===== src/sbcwk_regs.vh =====
// register map, field positions, reset values and timing figures
`ifndef SBCWK_REGS_VH
`define SBCWK_REGS_VH

// ------------------------------------------------------------------
// register indices (byte address is four times the index)
// ------------------------------------------------------------------
`define SBCWK_IDX_MODE      3'h0
`define SBCWK_IDX_RSTCTL    3'h1
`define SBCWK_IDX_CAN       3'h2
`define SBCWK_IDX_IO        3'h3
`define SBCWK_IDX_WAKE      3'h4
`define SBCWK_IDX_WDTIM     3'h5
`define SBCWK_IDX_LOWPWR    3'h6
`define SBCWK_IDX_INT       3'h7
`define SBCWK_ADR_W         8
`define SBCWK_DW            4

// ------------------------------------------------------------------
// mode control write codes
// ------------------------------------------------------------------
`define SBCWK_MC_DEBUG      3'h0
`define SBCWK_MC_NORMAL     3'h1
`define SBCWK_MC_STANDBY    3'h2
`define SBCWK_MC_STOP       3'h3
`define SBCWK_MC_SLEEP      3'h4
`define SBCWK_MC_DBG_NORMAL 3'h5
`define SBCWK_MC_DBG_STBY   3'h6
`define SBCWK_MC_DBG_STOP   3'h7

// ------------------------------------------------------------------
// field positions
// ------------------------------------------------------------------
`define SBCWK_LP_CS_BIT     0
`define SBCWK_LP_FWU_BIT    1
`define SBCWK_IO_HS_BIT     2
`define SBCWK_RC_WDSTOP_BIT 3
`define SBCWK_INT_EW_BIT    0

// ------------------------------------------------------------------
// reset values
// ------------------------------------------------------------------
`define SBCWK_RST_WDSTOP    1'b1
`define SBCWK_RST_BATTERY_FAIL_FLAG   1'b1
`define SBCWK_RST_GSEL      2'h0

// ------------------------------------------------------------------
// timing figures
// ------------------------------------------------------------------
`define SBCWK_CLK_KHZ       125000
`define SBCWK_T_RST_MS      1
`define SBCWK_T_NREQ_MS     350
`define SBCWK_T_WD_MS       350
`define SBCWK_T_FWU_MS      200
`define SBCWK_T_CS_PER_MS   50
`define SBCWK_T_CS_ON_MS    1

`endif


===== src/sbcwk_sync.v =====
// two flip-flop synchroniser for a group of pin inputs
`timescale 1ns/1ps
module sbcwk_sync #(
    parameter W = 1
) (
    // clock and reset
    input  wire         clk_i,
    input  wire         rst_i,
    // pins in, synchronised out
    input  wire [W-1:0] d_i,
    output wire [W-1:0] q_o
);
    reg [W-1:0] stage1;
    reg [W-1:0] stage2;

    genvar g;
    generate
        for (g = 0; g < W; g = g + 1) begin : g_bit
            always @(posedge clk_i) begin
                if (rst_i) begin
                    stage1[g] <= 1'b0;
                    stage2[g] <= 1'b0;
                end else begin
                    stage1[g] <= d_i[g];
                    stage2[g] <= stage1[g];
                end
            end
        end
    endgenerate

    assign q_o = stage2;
endmodule // sbcwk_sync


===== src/sbcwk_timer.v =====
// restartable cycle counter that flags when its limit is reached
`timescale 1ns/1ps
module sbcwk_timer (
    // clock and reset
    input  wire        clk_i,
    input  wire        rst_i,
    // control
    input  wire        restart_i,
    input  wire        run_i,
    input  wire [31:0] limit_i,
    // status
    output wire [31:0] count_o,
    output wire        done_o
);
    reg [31:0] count;

    assign done_o  = (count == limit_i);
    assign count_o = count;

    always @(posedge clk_i) begin
        if (rst_i || restart_i) begin
            count <= 32'h0;
        end else if (run_i && !done_o) begin
            count <= count + 32'h1;
        end
    end
endmodule // sbcwk_timer


===== src/sbcwk_top.v =====
// wake-up, mode sequencing, reset and watchdog output of the basis chip
`timescale 1ns/1ps
`include "sbcwk_regs.vh"

// What this block does
// - in sleep or stop, wake input change wakes; inputs readable.
// - cyclic sense pulses the high side switch; change then wakes.
// - cyclic sense and forced wake refuse each other.
// - forced wake enable wakes after a fixed low power time.
// - CAN wake-up is always active in low power modes.
// - rising serial select in sleep or stop wakes the device.
// - power-up wakes the device with no external event.
// - power-up or sleep wake go to reset, then normal request.
// - early supply warning interrupt, maskable, normal and standby only.
// - reset at power-up, sleep wake-up, regulator fall, watchdog expiry.
// - watchdog fault low with reset, high after watchdog write.
// - unconfigured after power-up, reset repeats each period.
// - mode write picks normal, standby or stop debug.
// - in debug no watchdog service and no watchdog reset.
// - writing 0000 to mode control leaves debug.
// - ground shift threshold selectable from four levels.
// - at transmit falling edge, low CAN high sets shift flag.
// - normal request: main on, tracking and switch off, reset pulse.
// - normal request timeout; timing write moves to normal.
// - battery fail flag set on low supply, cleared by read.
module sbcwk_top #(
    parameter [31:0] RST_PULSE_CYC = `SBCWK_T_RST_MS * `SBCWK_CLK_KHZ,
    parameter [31:0] NREQ_CYC      = `SBCWK_T_NREQ_MS * `SBCWK_CLK_KHZ,
    parameter [31:0] WD_CYC        = `SBCWK_T_WD_MS * `SBCWK_CLK_KHZ,
    parameter [31:0] FWU_CYC       = `SBCWK_T_FWU_MS * `SBCWK_CLK_KHZ,
    parameter [31:0] CS_PER_CYC    = `SBCWK_T_CS_PER_MS * `SBCWK_CLK_KHZ,
    parameter [31:0] CS_ON_CYC     = `SBCWK_T_CS_ON_MS * `SBCWK_CLK_KHZ
) (
    // clock and reset
    input  wire        clk_i,
    input  wire        rst_i,
    // wishbone slave
    input  wire [7:0]  adr_i,
    input  wire [31:0] dat_i,
    output reg  [31:0] dat_o,
    input  wire        we_i,
    input  wire [3:0]  sel_i,
    input  wire        cyc_i,
    input  wire        stb_i,
    output reg         ack_o,
    // wake and monitor pins
    input  wire        wake_input_a_i,
    input  wire        wake_input_b_i,
    input  wire        serial_select_n_i,
    input  wire        can_wake_i,
    input  wire        can_tx_i,
    input  wire [3:0]  canh_below_i,
    input  wire        vsup_warn_i,
    input  wire        vsup_batlow_i,
    input  wire        main_reg_ok_i,
    // supply and reset outputs
    output reg         main_regulator_en_o,
    output reg         tracking_regulator_en_o,
    output reg         high_side_switch_o,
    output reg         reset_n_o,
    output reg         watchdog_fault_n_o,
    output wire        early_warn_irq_o,
    output reg         debug_mode_o
);
    // ------------------------------------------------------------------
    // states
    // ------------------------------------------------------------------
    localparam [5:0] ST_RESET = 6'h01;
    localparam [5:0] ST_NREQ  = 6'h02;
    localparam [5:0] ST_NORM  = 6'h04;
    localparam [5:0] ST_STBY  = 6'h08;
    localparam [5:0] ST_STOP  = 6'h10;
    localparam [5:0] ST_SLEEP = 6'h20;

    // ------------------------------------------------------------------
    // pin synchronisation
    // ------------------------------------------------------------------
    wire [11:0] pins_s;
    sbcwk_sync #(.W(12)) u_sync (
        .clk_i (clk_i),
        .rst_i (rst_i),
        .d_i   ({main_reg_ok_i, vsup_batlow_i, vsup_warn_i, canh_below_i,
                 can_tx_i, can_wake_i, serial_select_n_i,
                 wake_input_b_i, wake_input_a_i}),
        .q_o   (pins_s)
    );
    wire [1:0] wake_in_s  = pins_s[1:0];
    wire       sel_n_s    = pins_s[2];
    wire       can_wk_s   = pins_s[3];
    wire       tx_s       = pins_s[4];
    wire [3:0] below_s    = pins_s[8:5];
    wire       warn_s     = pins_s[9];
    wire       batlow_s   = pins_s[10];
    wire       reg_ok_s   = pins_s[11];

    reg        sel_n_q;
    reg        tx_q;
    reg        warn_q;

    // ------------------------------------------------------------------
    // bus decode
    // ------------------------------------------------------------------
    reg [5:0]  state;
    reg [5:0]  next_state;
    wire       acc     = cyc_i && stb_i && !ack_o;
    wire       mapped  = (adr_i[7:5] == 3'h0) && (adr_i[1:0] == 2'h0);
    wire [2:0] idx     = adr_i[4:2];
    wire       wr_ok   = acc && we_i && sel_i[0] && mapped;
    wire       rd_ok   = acc && !we_i && mapped;
    wire [3:0] wd      = dat_i[3:0];

    function hit;
        input       ok;
        input [2:0] a;
        input [2:0] target;
        begin
            hit = ok && (a == target);
        end
    endfunction

    wire wr_mode  = hit(wr_ok, idx, `SBCWK_IDX_MODE);
    wire wr_wdtim = hit(wr_ok, idx, `SBCWK_IDX_WDTIM);
    wire rd_mode  = hit(rd_ok, idx, `SBCWK_IDX_MODE);
    wire rd_io    = hit(rd_ok, idx, `SBCWK_IDX_IO);
    wire rd_wake  = hit(rd_ok, idx, `SBCWK_IDX_WAKE);
    wire rd_rst   = hit(rd_ok, idx, `SBCWK_IDX_RSTCTL);
    wire rd_int   = hit(rd_ok, idx, `SBCWK_IDX_INT);

    // ------------------------------------------------------------------
    // control and status storage
    // ------------------------------------------------------------------
    reg        cs_en;
    reg        fwu_en;
    reg        hs_ctl;
    reg [1:0]  gsel;
    reg        wdstop;
    reg        ew_mask;
    reg        battery_fail_flag;
    reg        wdrst;
    reg        shift_flag;
    reg        ew_pend;
    reg        debug_armed;
    reg [1:0]  wake_ref;
    reg        src_input;
    reg        src_forced;
    reg        src_can;
    reg        src_select;
    reg        src_power;

    wire in_lp    = state[4] | state[5];
    wire mode_ok  = state[2] | state[3];
    wire wd_run   = (mode_ok || (state[4] && wdstop)) && !debug_mode_o;

    // ------------------------------------------------------------------
    // timers
    // ------------------------------------------------------------------
    wire        mode_done;
    wire        wd_done;
    wire        lp_done;
    wire [31:0] lp_count;
    wire [31:0] mode_limit = state[0] ? RST_PULSE_CYC : NREQ_CYC;
    wire [31:0] lp_limit   = fwu_en ? FWU_CYC : CS_PER_CYC;
    wire        lp_wrap    = cs_en && lp_done;

    sbcwk_timer u_mode_tmr (
        .clk_i     (clk_i),
        .rst_i     (rst_i),
        .restart_i (next_state != state),
        .run_i     (state[0] | state[1]),
        .limit_i   (mode_limit),
        .count_o   (),
        .done_o    (mode_done)
    );

    sbcwk_timer u_wd_tmr (
        .clk_i     (clk_i),
        .rst_i     (rst_i),
        .restart_i (!wd_run || wr_wdtim || (next_state != state)),
        .run_i     (wd_run),
        .limit_i   (WD_CYC),
        .count_o   (),
        .done_o    (wd_done)
    );

    sbcwk_timer u_lp_tmr (
        .clk_i     (clk_i),
        .rst_i     (rst_i),
        .restart_i (!in_lp || lp_wrap),
        .run_i     (cs_en || fwu_en),
        .limit_i   (lp_limit),
        .count_o   (lp_count),
        .done_o    (lp_done)
    );

    // ------------------------------------------------------------------
    // wake detection
    // ------------------------------------------------------------------
    wire cs_on     = cs_en && in_lp && (lp_count < CS_ON_CYC);
    wire cs_sample = cs_en && in_lp && (lp_count == CS_ON_CYC - 32'h1);
    wire wk_input  = in_lp && (wake_in_s != wake_ref)
                     && (cs_en ? cs_sample : 1'b1);
    wire wk_forced = in_lp && fwu_en && lp_done;
    wire wk_can    = in_lp && can_wk_s;
    wire wk_select = in_lp && sel_n_s && !sel_n_q;
    wire wake_any  = wk_input | wk_forced | wk_can | wk_select;
    wire tx_fall   = tx_q && !tx_s;
    wire [2:0] mc  = wd[2:0];

    // ------------------------------------------------------------------
    // mode sequencing
    // ------------------------------------------------------------------
    always @* begin
        next_state = state;
        case (state)
            ST_RESET: begin
                if (mode_done && reg_ok_s)
                    next_state = ST_NREQ;
            end
            ST_NREQ: begin
                if (!reg_ok_s)
                    next_state = ST_RESET;
                else if (wr_wdtim)
                    next_state = ST_NORM;
                else if (mode_done)
                    next_state = ST_RESET;
            end
            ST_NORM, ST_STBY: begin
                if (!reg_ok_s || (wd_run && wd_done))
                    next_state = ST_RESET;
                else if (wr_mode) begin
                    if (mc == `SBCWK_MC_NORMAL || mc == `SBCWK_MC_DBG_NORMAL)
                        next_state = ST_NORM;
                    else if (mc == `SBCWK_MC_STANDBY ||
                             mc == `SBCWK_MC_DBG_STBY)
                        next_state = ST_STBY;
                    else if (mc == `SBCWK_MC_STOP ||
                             mc == `SBCWK_MC_DBG_STOP)
                        next_state = ST_STOP;
                    else if (mc == `SBCWK_MC_SLEEP)
                        next_state = ST_SLEEP;
                end
            end
            ST_STOP: begin
                if (!reg_ok_s || (wd_run && wd_done))
                    next_state = ST_RESET;
                else if (wake_any)
                    next_state = ST_NREQ;
            end
            ST_SLEEP: begin
                if (wake_any)
                    next_state = ST_RESET;
            end
            default: next_state = ST_RESET;
        endcase
    end

    always @(posedge clk_i) begin
        if (rst_i) begin
            state <= ST_RESET;
        end else begin
            state <= next_state;
        end
    end

    // ------------------------------------------------------------------
    // pins driven from the next mode
    // ------------------------------------------------------------------
    always @(posedge clk_i) begin
        if (rst_i) begin
            main_regulator_en_o     <= 1'b1;
            tracking_regulator_en_o <= 1'b0;
            high_side_switch_o      <= 1'b0;
            reset_n_o               <= 1'b0;
            watchdog_fault_n_o      <= 1'b0;
        end else begin
            main_regulator_en_o     <= (next_state != ST_SLEEP);
            tracking_regulator_en_o <= (next_state == ST_NORM);
            if (next_state == ST_NORM || next_state == ST_STBY)
                high_side_switch_o <= hs_ctl;
            else
                high_side_switch_o <= cs_on;
            reset_n_o <= !(next_state == ST_RESET ||
                           next_state == ST_SLEEP);
            // fault output drops in the same cycle as the reset pin
            if (next_state == ST_RESET || next_state == ST_SLEEP)
                watchdog_fault_n_o <= 1'b0;
            else if (wr_wdtim && reset_n_o)
                watchdog_fault_n_o <= 1'b1;
        end
    end

    // ------------------------------------------------------------------
    // software writable control
    // ------------------------------------------------------------------
    always @(posedge clk_i) begin
        if (rst_i) begin
            cs_en        <= 1'b0;
            fwu_en       <= 1'b0;
            hs_ctl       <= 1'b0;
            gsel         <= `SBCWK_RST_GSEL;
            wdstop       <= `SBCWK_RST_WDSTOP;
            ew_mask      <= 1'b0;
            debug_armed  <= 1'b0;
            debug_mode_o <= 1'b0;
        end else begin
            if (hit(wr_ok, idx, `SBCWK_IDX_LOWPWR)) begin
                if (!wd[`SBCWK_LP_CS_BIT])
                    cs_en <= 1'b0;
                else if (!fwu_en)
                    cs_en <= 1'b1;
                if (!wd[`SBCWK_LP_FWU_BIT])
                    fwu_en <= 1'b0;
                else if (!cs_en && !wd[`SBCWK_LP_CS_BIT])
                    fwu_en <= 1'b1;
            end
            if (hit(wr_ok, idx, `SBCWK_IDX_IO)) begin
                hs_ctl <= wd[`SBCWK_IO_HS_BIT];
                gsel   <= wd[1:0];
            end
            if (hit(wr_ok, idx, `SBCWK_IDX_RSTCTL))
                wdstop <= wd[`SBCWK_RC_WDSTOP_BIT];
            if (hit(wr_ok, idx, `SBCWK_IDX_INT))
                ew_mask <= wd[`SBCWK_INT_EW_BIT];
            if (next_state == ST_RESET) begin
                debug_armed  <= 1'b0;
                debug_mode_o <= 1'b0;
            end else if (wr_mode && mode_ok) begin
                if (mc == `SBCWK_MC_DEBUG) begin
                    if (debug_mode_o || debug_armed) begin
                        debug_mode_o <= 1'b0;
                        debug_armed  <= 1'b0;
                    end else if (battery_fail_flag)
                        debug_armed <= 1'b1;
                end else if (mc[2] && mc != `SBCWK_MC_SLEEP &&
                             (debug_armed || debug_mode_o))
                    debug_mode_o <= 1'b1;
            end
        end
    end

    // ------------------------------------------------------------------
    // hardware flags, set wins over read clear
    // ------------------------------------------------------------------
    always @(posedge clk_i) begin
        if (rst_i) begin
            sel_n_q    <= 1'b0;
            tx_q       <= 1'b0;
            warn_q     <= 1'b0;
            battery_fail_flag    <= `SBCWK_RST_BATTERY_FAIL_FLAG;
            wdrst      <= 1'b0;
            shift_flag <= 1'b0;
            ew_pend    <= 1'b0;
            wake_ref   <= 2'h0;
            src_input  <= 1'b0;
            src_forced <= 1'b0;
            src_can    <= 1'b0;
            src_select <= 1'b0;
            src_power  <= 1'b1;
        end else begin
            sel_n_q <= sel_n_s;
            tx_q    <= tx_s;
            warn_q  <= warn_s;
            if (batlow_s)
                battery_fail_flag <= 1'b1;
            else if (rd_mode)
                battery_fail_flag <= 1'b0;
            if (wd_run && wd_done)
                wdrst <= 1'b1;
            else if (rd_mode)
                wdrst <= 1'b0;
            if (tx_fall && below_s[gsel])
                shift_flag <= 1'b1;
            else if (rd_io)
                shift_flag <= 1'b0;
            if (mode_ok && warn_s && !warn_q)
                ew_pend <= 1'b1;
            else if (rd_int)
                ew_pend <= 1'b0;
            if (!in_lp || cs_sample)
                wake_ref <= wake_in_s;
            if (wk_input)
                src_input <= 1'b1;
            else if (rd_wake)
                src_input <= 1'b0;
            if (wk_select)
                src_select <= 1'b1;
            else if (rd_wake)
                src_select <= 1'b0;
            if (wk_can)
                src_can <= 1'b1;
            else if (rd_rst)
                src_can <= 1'b0;
            if (wk_forced)
                src_forced <= 1'b1;
            else if (rd_int)
                src_forced <= 1'b0;
            if (rd_int)
                src_power <= 1'b0;
        end
    end

    assign early_warn_irq_o = ew_pend && ew_mask;

    // ------------------------------------------------------------------
    // bus answer and read data
    // ------------------------------------------------------------------
    always @(posedge clk_i) begin
        if (rst_i) begin
            ack_o <= 1'b0;
            dat_o <= 32'h0;
        end else begin
            ack_o <= acc;
            if (acc) begin
                dat_o <= 32'h0;
                if (!mapped || we_i)
                    dat_o <= 32'h0;
                else if (idx == `SBCWK_IDX_MODE)
                    dat_o[3:0] <= {battery_fail_flag, 2'h0, wdrst};
                else if (idx == `SBCWK_IDX_RSTCTL)
                    dat_o[3:0] <= {wdstop, 2'h0, src_can};
                else if (idx == `SBCWK_IDX_IO)
                    dat_o[3:0] <= {1'b0, hs_ctl, warn_s, shift_flag};
                else if (idx == `SBCWK_IDX_WAKE)
                    dat_o[3:0] <= {src_select, src_input, wake_in_s};
                else if (idx == `SBCWK_IDX_LOWPWR)
                    dat_o[3:0] <= {2'h0, fwu_en, cs_en};
                else if (idx == `SBCWK_IDX_INT)
                    dat_o[3:0] <= {ew_mask, src_power, src_forced, ew_pend};
            end
        end
    end
endmodule // sbcwk_top


===== config.mk =====
export PLATFORM = sky130hd
export DESIGN_NAME = sbcwk_top
export DESIGN_NICKNAME = d
export VERILOG_FILES = /design/src/sbcwk_sync.v /design/src/sbcwk_timer.v /design/src/sbcwk_top.v
export VERILOG_INCLUDE_DIRS = /design/src /design/src/src
export SDC_FILE = /design/constraint.sdc
export NUM_CORES = 1
export LEC_CHECK = 0
export ABC_AREA = 0
export BUFFER_PORTS_ARGS = -buffer_cell sky130_fd_sc_hd__buf_2
export CELL_PAD_IN_SITES_DETAIL_PLACEMENT = 1
export CELL_PAD_IN_SITES_GLOBAL_PLACEMENT = 2
export CORE_ASPECT_RATIO = 0.5
export CORE_MARGIN = 1
export CORE_UTILIZATION = 35
export DETAILED_ROUTE_END_ITERATION = 12
export PLACE_DENSITY_LB_ADDON = 0.1
export RECOVER_POWER = 25
export SLEW_MARGIN = 20
export SYNTH_ARGS = -nofsm -noshare
export SYNTH_HDL_FRONTEND = slang
export SYNTH_SLANG_ARGS = --single-unit

===== constraint.sdc =====
create_clock -name clk_i -period 3.2 [get_ports clk_i]
set_input_delay 0.8 -clock clk_i [delete_from_list [all_inputs] [get_ports clk_i]]
set_output_delay 0.8 -clock clk_i [all_outputs]
set_load 0.02 [all_outputs]

Word level (Yosys, flattened, before mapping)
Cells that the tools add are included.
{"block": "classes", "eq_ne": 34, "addsub": 3, "shift": 0, "reduce_logical": 101, "div_mod_pow": 0, "n_mux": 48, "n_lt_le_gt_ge": 2, "n_mul": 0, "bitwise_logic": 6}
{"op": "adder 32 x 1 -> 32 bit, second input constant", "count": 3}
{"op": "2-to-1 mux 6 bit", "count": 13}
{"op": "logical AND 1 bit", "count": 47}
{"op": "equality test 32 x 17 -> 1 bit, second input constant", "count": 1}
{"op": "equality test 32 x 25 -> 1 bit", "count": 1}
{"op": "equality test 32 x 26 -> 1 bit", "count": 1}
{"op": "equality test 32 x 26 -> 1 bit, second input constant", "count": 1}
{"op": "< comparator 32 x 17 -> 1 bit, second input constant", "count": 1}
{"op": "one-hot mux 6 bit (5 select lines)", "count": 1}
{"op": "2-to-1 mux 4 bit", "count": 7}
{"op": "2-to-1 mux 26 bit", "count": 1}
{"op": "2-to-1 mux 25 bit", "count": 1}
{"op": "equality test 3 bit, second input constant", "count": 8}
{"op": "2-to-1 mux 1 bit", "count": 24}
{"op": "nonzero test 2 bit", "count": 9}
{"op": "logical OR 1 bit", "count": 17}
{"op": "zero test 1 bit", "count": 16}
{"op": "equality test 6 x 1 -> 1 bit, second input constant", "count": 2}
{"op": "equality test 6 x 3 -> 1 bit, second input constant", "count": 2}
{"op": "equality test 6 x 4 -> 1 bit, second input constant", "count": 2}
{"op": "equality test 6 bit, second input constant", "count": 2}
{"op": "equality test 3 x 2 -> 1 bit, second input constant", "count": 3}
{"op": "zero test 3 bit", "count": 3}
{"op": "OR reduction 2 bit", "count": 4}
{"op": "15 further kinds", "count": 24}
{"block": "totals", "mem_count": 0, "mem_bits_rw": 0, "romBits": 0, "latchBits": 0, "output_inout_bits": 40, "regBits": 159, "inputBits": 61}

Longest topological paths before layout
{"block": "logic_depth", "ltp_word": 14, "depth_mapped": 13, "ltp_nobuf": 9}

Cells and area by module
A second synthesis with hierarchy kept.
{"block": "hier_totals", "hier_cells": 1100, "area_unflattened_um2": 9196.3}
{"module": "sbcwk_timer", "seq_area_each_um2": 640.6, "instances": 3, "area_each_um2": 1985.7, "cells_per_inst": 241}
{"module": "sbcwk_top", "seq_area_each_um2": 780.7, "instances": 1, "area_each_um2": 2546.2, "cells_per_inst": 327}
{"module": "sbcwk_sync", "seq_area_each_um2": 480.5, "instances": 1, "area_each_um2": 693.2, "cells_per_inst": 50}

Worst setup path before layout
No wires, ideal clock.
{"block": "synth_path", "kind": "input port to flip-flop", "start": "in adr_i[6]", "end": "reg u_mode_tmr.count[15] (netlist: u_mode_tmr.count_o[15])", "arrival_ns": 2.751, "path_stages": 10, "required_ns": 3.084, "n_path_buf": 3, "setup_time_ns": 0.116, "slack_ns": 0.332, "cell_sequence": "or3_1 > or4_1 > nor3_1 > o41a_1 > a2111o_1 > buf_6 > nand4b_4 > buf_6 > buf_8 > nor3_2"}
{"block": "synth_via", "elab_chain_len": 9, "word_cells_on_any_way": 12, "cone_classes": "1 x eq/ne; 5 x mux; 6 x reduce/logical"}
{"element": "start, declared", "line": "sbcwk_top.v:38", "source": "input wire [7:0] adr_i,"}
{"element": "zero test 3 bit (*)", "line": "sbcwk_top.v:106", "source": "wire mapped = (adr_i[7:5] == 3'h0) && (adr_i[1:0] == 2'h0);"}
{"element": "logical AND 1 bit (*)", "line": "sbcwk_top.v:106"}
{"element": "logical AND 1 bit (*)", "line": "sbcwk_top.v:108", "source": "wire wr_ok = acc && we_i && sel_i[0] && mapped;"}
{"element": "logical AND 1 bit", "line": "sbcwk_top.v:117", "source": "hit = ok && (a == target);"}
{"element": "2-to-1 mux 6 bit, on equally long branches", "line": "sbcwk_top.v:230, sbcwk_top.v:222"}
{"element": "2-to-1 mux 6 bit, on equally long branches", "line": "sbcwk_top.v:228, sbcwk_top.v:220"}
{"element": "one-hot mux 6 bit (5 select lines) (*)", "line": "sbcwk_top.v:214", "source": "case (state)"}
{"element": "!= test 6 bit (*)", "line": "sbcwk_top.v:168", "source": ".restart_i (next_state != state),"}
{"element": "logical OR 1 bit (*)", "line": "sbcwk_timer.v:21", "source": "if (rst_i || restart_i) begin"}
{"element": "end signal, assigned", "line": "sbcwk_timer.v:24", "source": "count <= count + 32'h1;"}
{"element": "end, declared", "line": "sbcwk_timer.v:15", "source": "reg [31:0] count;"}
Every way passes the cells marked *; elsewhere a longest branch is shown, timed or not.
A chain may end at the register's enable or synchronous reset.

Worst setup path after layout
{"block": "layout_path", "start": "reg u_wd_tmr.count[0] (netlist: u_wd_tmr.count_o[0])", "end": "reg u_mode_tmr.count[2] (netlist: u_mode_tmr.count_o[2])"}
{"block": "layout_via", "elab_chain_len": 7, "word_cells_on_any_way": 8, "cone_classes": "2 x eq/ne; 3 x mux; 3 x reduce/logical"}
{"element": "start, declared", "line": "sbcwk_timer.v:15"}
{"element": "start signal, assigned", "line": "sbcwk_timer.v:24"}
{"element": "equality test 32 x 26 -> 1 bit (*)", "line": "sbcwk_timer.v:17", "source": "assign done_o = (count == limit_i);"}
{"element": "logical AND 1 bit (*)", "line": "sbcwk_top.v:228, sbcwk_top.v:244"}
{"element": "logical OR 1 bit (*)", "line": "sbcwk_top.v:228, sbcwk_top.v:244"}
{"element": "2-to-1 mux 6 bit, on equally long branches", "line": "sbcwk_top.v:244, sbcwk_top.v:228"}
{"element": "one-hot mux 6 bit (5 select lines) (*)", "line": "sbcwk_top.v:214"}
{"element": "!= test 6 bit (*)", "line": "sbcwk_top.v:168"}
{"element": "logical OR 1 bit (*)", "line": "sbcwk_timer.v:21"}
Marks and branches as above.

==> impl_metrics.toml <==
[die]
core_um2 = 22160
die_h_um = 109.6
rows = 38
dieArea_um2 = 23800
die_x_um = 217.2
start_util_pct = 36.58
io_pins = 101

[yosys]
yosysWarnings = 0
synth-main-ff-cell = "dfxtp_1"
synth.avg_cell_area_um2 = 8.658
synth_seq_cells = 159
synth_area_leaders = "dfxtp_1 (39%), xor2_1 (5.9%), nor2_1 (4.5%)"
yosys.area.top_type = "dfxtp_1"
synth_compound_area_share_pct = 7.056
synth-xor-area-share_pct = 10.05
synthAdderAreaFrac_pct = 0.9264
syn_inst = 936
synth_top_family_by_area = "simple AND/OR/NAND/NOR gates"
synthMuxAreaShare_pct = 2.748
synth-simple-area-share_pct = 33.09
ys_seq_area_share_pct = 39.28
netlist_area_um2 = 8104
synth-edff-count = 0
synth.distinct_cells = 80
synthArstFlopShare_pct = 0
synth_top_area_share_pct = 39.28

[power]
power.density_nw_per_um2 = 477.1
p_leak_nw = 3.214
p_total_w = 0.004434
p_int_w = 0.003426
p_seq_share_pct = 45.3
pwr-share-clk_pct = 51.0
combPwrFrac_pct = 3.7
switching_share_pct = 22.74
p_switching_w = 0.001008
peakVddDrop_mv = 0.3177

[flow_run]
timing.max_cap.violations = 0

[cts]
htreeDepth = 4
path_clk_slew_ps = 70
cts_inserted_buffers = 17
clock_path_buffers = 2
clock-sinks = 159
ctsHoldBuffers = 0
cts_resized = 0
clk_latency_ps = 450
clockRootBuffer = "clkbuf_16"
cts_tree = "done"
post-cts-setup-buffers = 0

[detailed_routing]
drt_iter0_markers = 236
drcViolationCount = 0
ant_nets = 0
num_vias = 6722
wl_mm = 21.50
vias_per_cell = 5.191
wl_per_cell_um = 16.60
firstDrtPassIters = 4

[sta]
worstMarginPinSlew_ps = 1159
finalSetupViolations = 0
clock.fmax_ghz = 0.3470
timing.final.crit_share_pct = 90.05
max_slew_margin_pct = 22.71
fin_crit_ps = 2882
slew_violations = 0
setup_tns_ps = 0
fin_skew_ps = 9.849
finalHoldViolations = 0
rsz0062_at_grt = "no"

[worst_setup_path]
path_depth = 10
crit_required_ps = 3560
worst_setup_path_start_kind = "register"
worstPathArrival_ps = 3240
critPathKind = "reg2reg"
crit_buf_inv = 2
cpLargestDelayFamily = "simple AND/OR/NAND/NOR gates"
cp_slowest_stage_delay_ps = 470
rr_worst_depth = 10
cp_slowest_cell = "nor3_2"
crit_chain = "inv_1, ha_1, and4bb_2, nand4_1, nor3_2, o31ai_1, a2111o_1, nand4b_4, buf_12, nor3_1"
path_max_fanout = 29
end_kind = "register"

[placed_design]
portBuffers = 41
placed_area_um2 = 8667
gp_congestion = 0.7565
dp.final_hpwl_mm = 15.07
place_inst = 1263

[final_layout]
multi_input_area_um2 = 4488
drive_above_1_share_pct = 14.77
num_antenna_cells = 0
fin_util_pct = 41.95
synthToLayoutAreaGrowth_pct = 14.70
stdcell_area_um2 = 9295
fin_cells = 1295
nFillCells = 2668
regArea_um2 = 3183
nets = 1049

[min_path]
hp-class = "reg2reg"
whs_path_depth = 2

[global_routing]
gr-total-overflow = 0
grt_max_degree = 60
grt_pass1_wl_mm = 35.66
grt_usage_pct = 19.19
grt_pass1_vias = 6931
antenna_found_initial = 0

[run_status]
status = "complete, no violations"
-- cell type report --
cell class	instances	share of cell area (%)
inverter	24	0.9692
clock inverter	12	1.938
sequential	159	34.24
clock buffer	20	5.021
multi-input combinational	704	48.28
tap	300	4.038
timing repair buffer	76	5.505
-- cell usage after synthesis (23+ instances only) --
| cell | number |
|---|---|
| a21oi_1 | 23 |
| nor2b_1 | 33 |
| xor2_1 | 55 |
| nor3_1 | 45 |
| clkbuf_1 | 23 |
| dfxtp_1 | 159 |
| nand2_1 | 70 |
| nor4_1 | 48 |
| nand3_1 | 38 |
| inv_1 | 24 |
| buf_4 | 31 |
| nand4_1 | 34 |
| nor2_1 | 97 |
| xnor2_1 | 38 |
-- metal layers --
layer / wire [um] / share of wire (%) / global-route usage, %
met5: 0 / 0 / 0
met4: 350 / 1.6 / 7.193
met3: 454 / 2.1 / 4.149
met2: 10200 / 47 / 33.00
met1: 10490 / 49 / 23.75
-- path summary, 6_finish.rpt --
kind / start / to / slack [ps]
min reg2reg: u_sync.q_o[10] / battery_fail_flag / 410
max: u_wd_tmr.count_o[0] / u_mode_tmr.count_o[2] / 320
max reg2reg: u_wd_tmr.count_o[0] / u_mode_tmr.count_o[2] / 320
min: u_sync.q_o[10] / battery_fail_flag / 410
-- cell families after synthesis --
group           Yosys count
other cells               1
compound gates           84
flops                   159
mux                      20
fa+ha+maj                 6
xor+xnor                 93
buf+inv                 100
simple gates            473
-- stage by stage --
| step | hold WS [ps] | worst slack [ps] |
|---|---|---|
| after floorplan | 382.1 | 332.4 |
| after global placement | 394.7 | 41.77 |
| after detailed placement | 393.9 | 8.425 |
| after CTS | 409.8 | 306.7 |
| after global routing | 431.4 | 22.77 |
| final | 406.1 | 318.4 |
-- power groups by stage --
stage	Combinational, W	Sequential [W]	Clock [W]
6_report	0.000162	0.00201	0.00226
3_3_place_gp	0.000162	0.00205	0
5_1_grt	0.000179	0.00201	0.00241
3_5_place_dp	0.000163	0.00205	0
2_1_floorplan	0.000137	0.00205	0
4_1_cts	0.000164	0.00201	0.00232
-- placed cells by master, fill, tap and decap left out, types with 6 or more instances in the layout --
| cell | n |
|---|---|
| xor2_1 | 55 |
| nor2_1 | 97 |
| nor4_1 | 46 |
| and4_1 | 11 |
| buf_4 | 29 |
| or2_2 | 10 |
| and3_1 | 10 |
| xnor2_1 | 38 |
| buf_2 | 28 |
| clkbuf_1 | 13 |
| nand3_1 | 38 |
| dfxtp_1 | 159 |
| nor3_1 | 44 |
| nor3b_1 | 9 |
| a21oi_1 | 23 |
| ha_1 | 6 |
| o21ai_0 | 15 |
| and2_1 | 9 |
| clkbuf_16 | 17 |
| nor3_2 | 12 |
| mux2i_1 | 13 |
| nand4_1 | 34 |
| conb_1 | 28 |
| nand2_1 | 70 |
| nor2b_1 | 33 |
| inv_1 | 24 |
-- worst reg2reg max path: cells and delay by family, from the launching register on --
kind	cells	cell delay, ps
AO/OA/AOI/OAI	2	630
adder cells (fa/ha/maj)	1	170
buffers and inverters	2	330
flip-flops	1	330
AND/OR/NAND/NOR	5	1330
-- registers in the layout (all words and copies together) (netlist names), 2 cells and up --
register,cells
u_lp_tmr.count_o,32
u_sync.stage1,12
gsel,2
dat_o,4
u_sync.q_o,12
state,6
wake_ref,2
u_mode_tmr.count_o,32
u_wd_tmr.count_o,32
(Power assumes the default switching activity.)
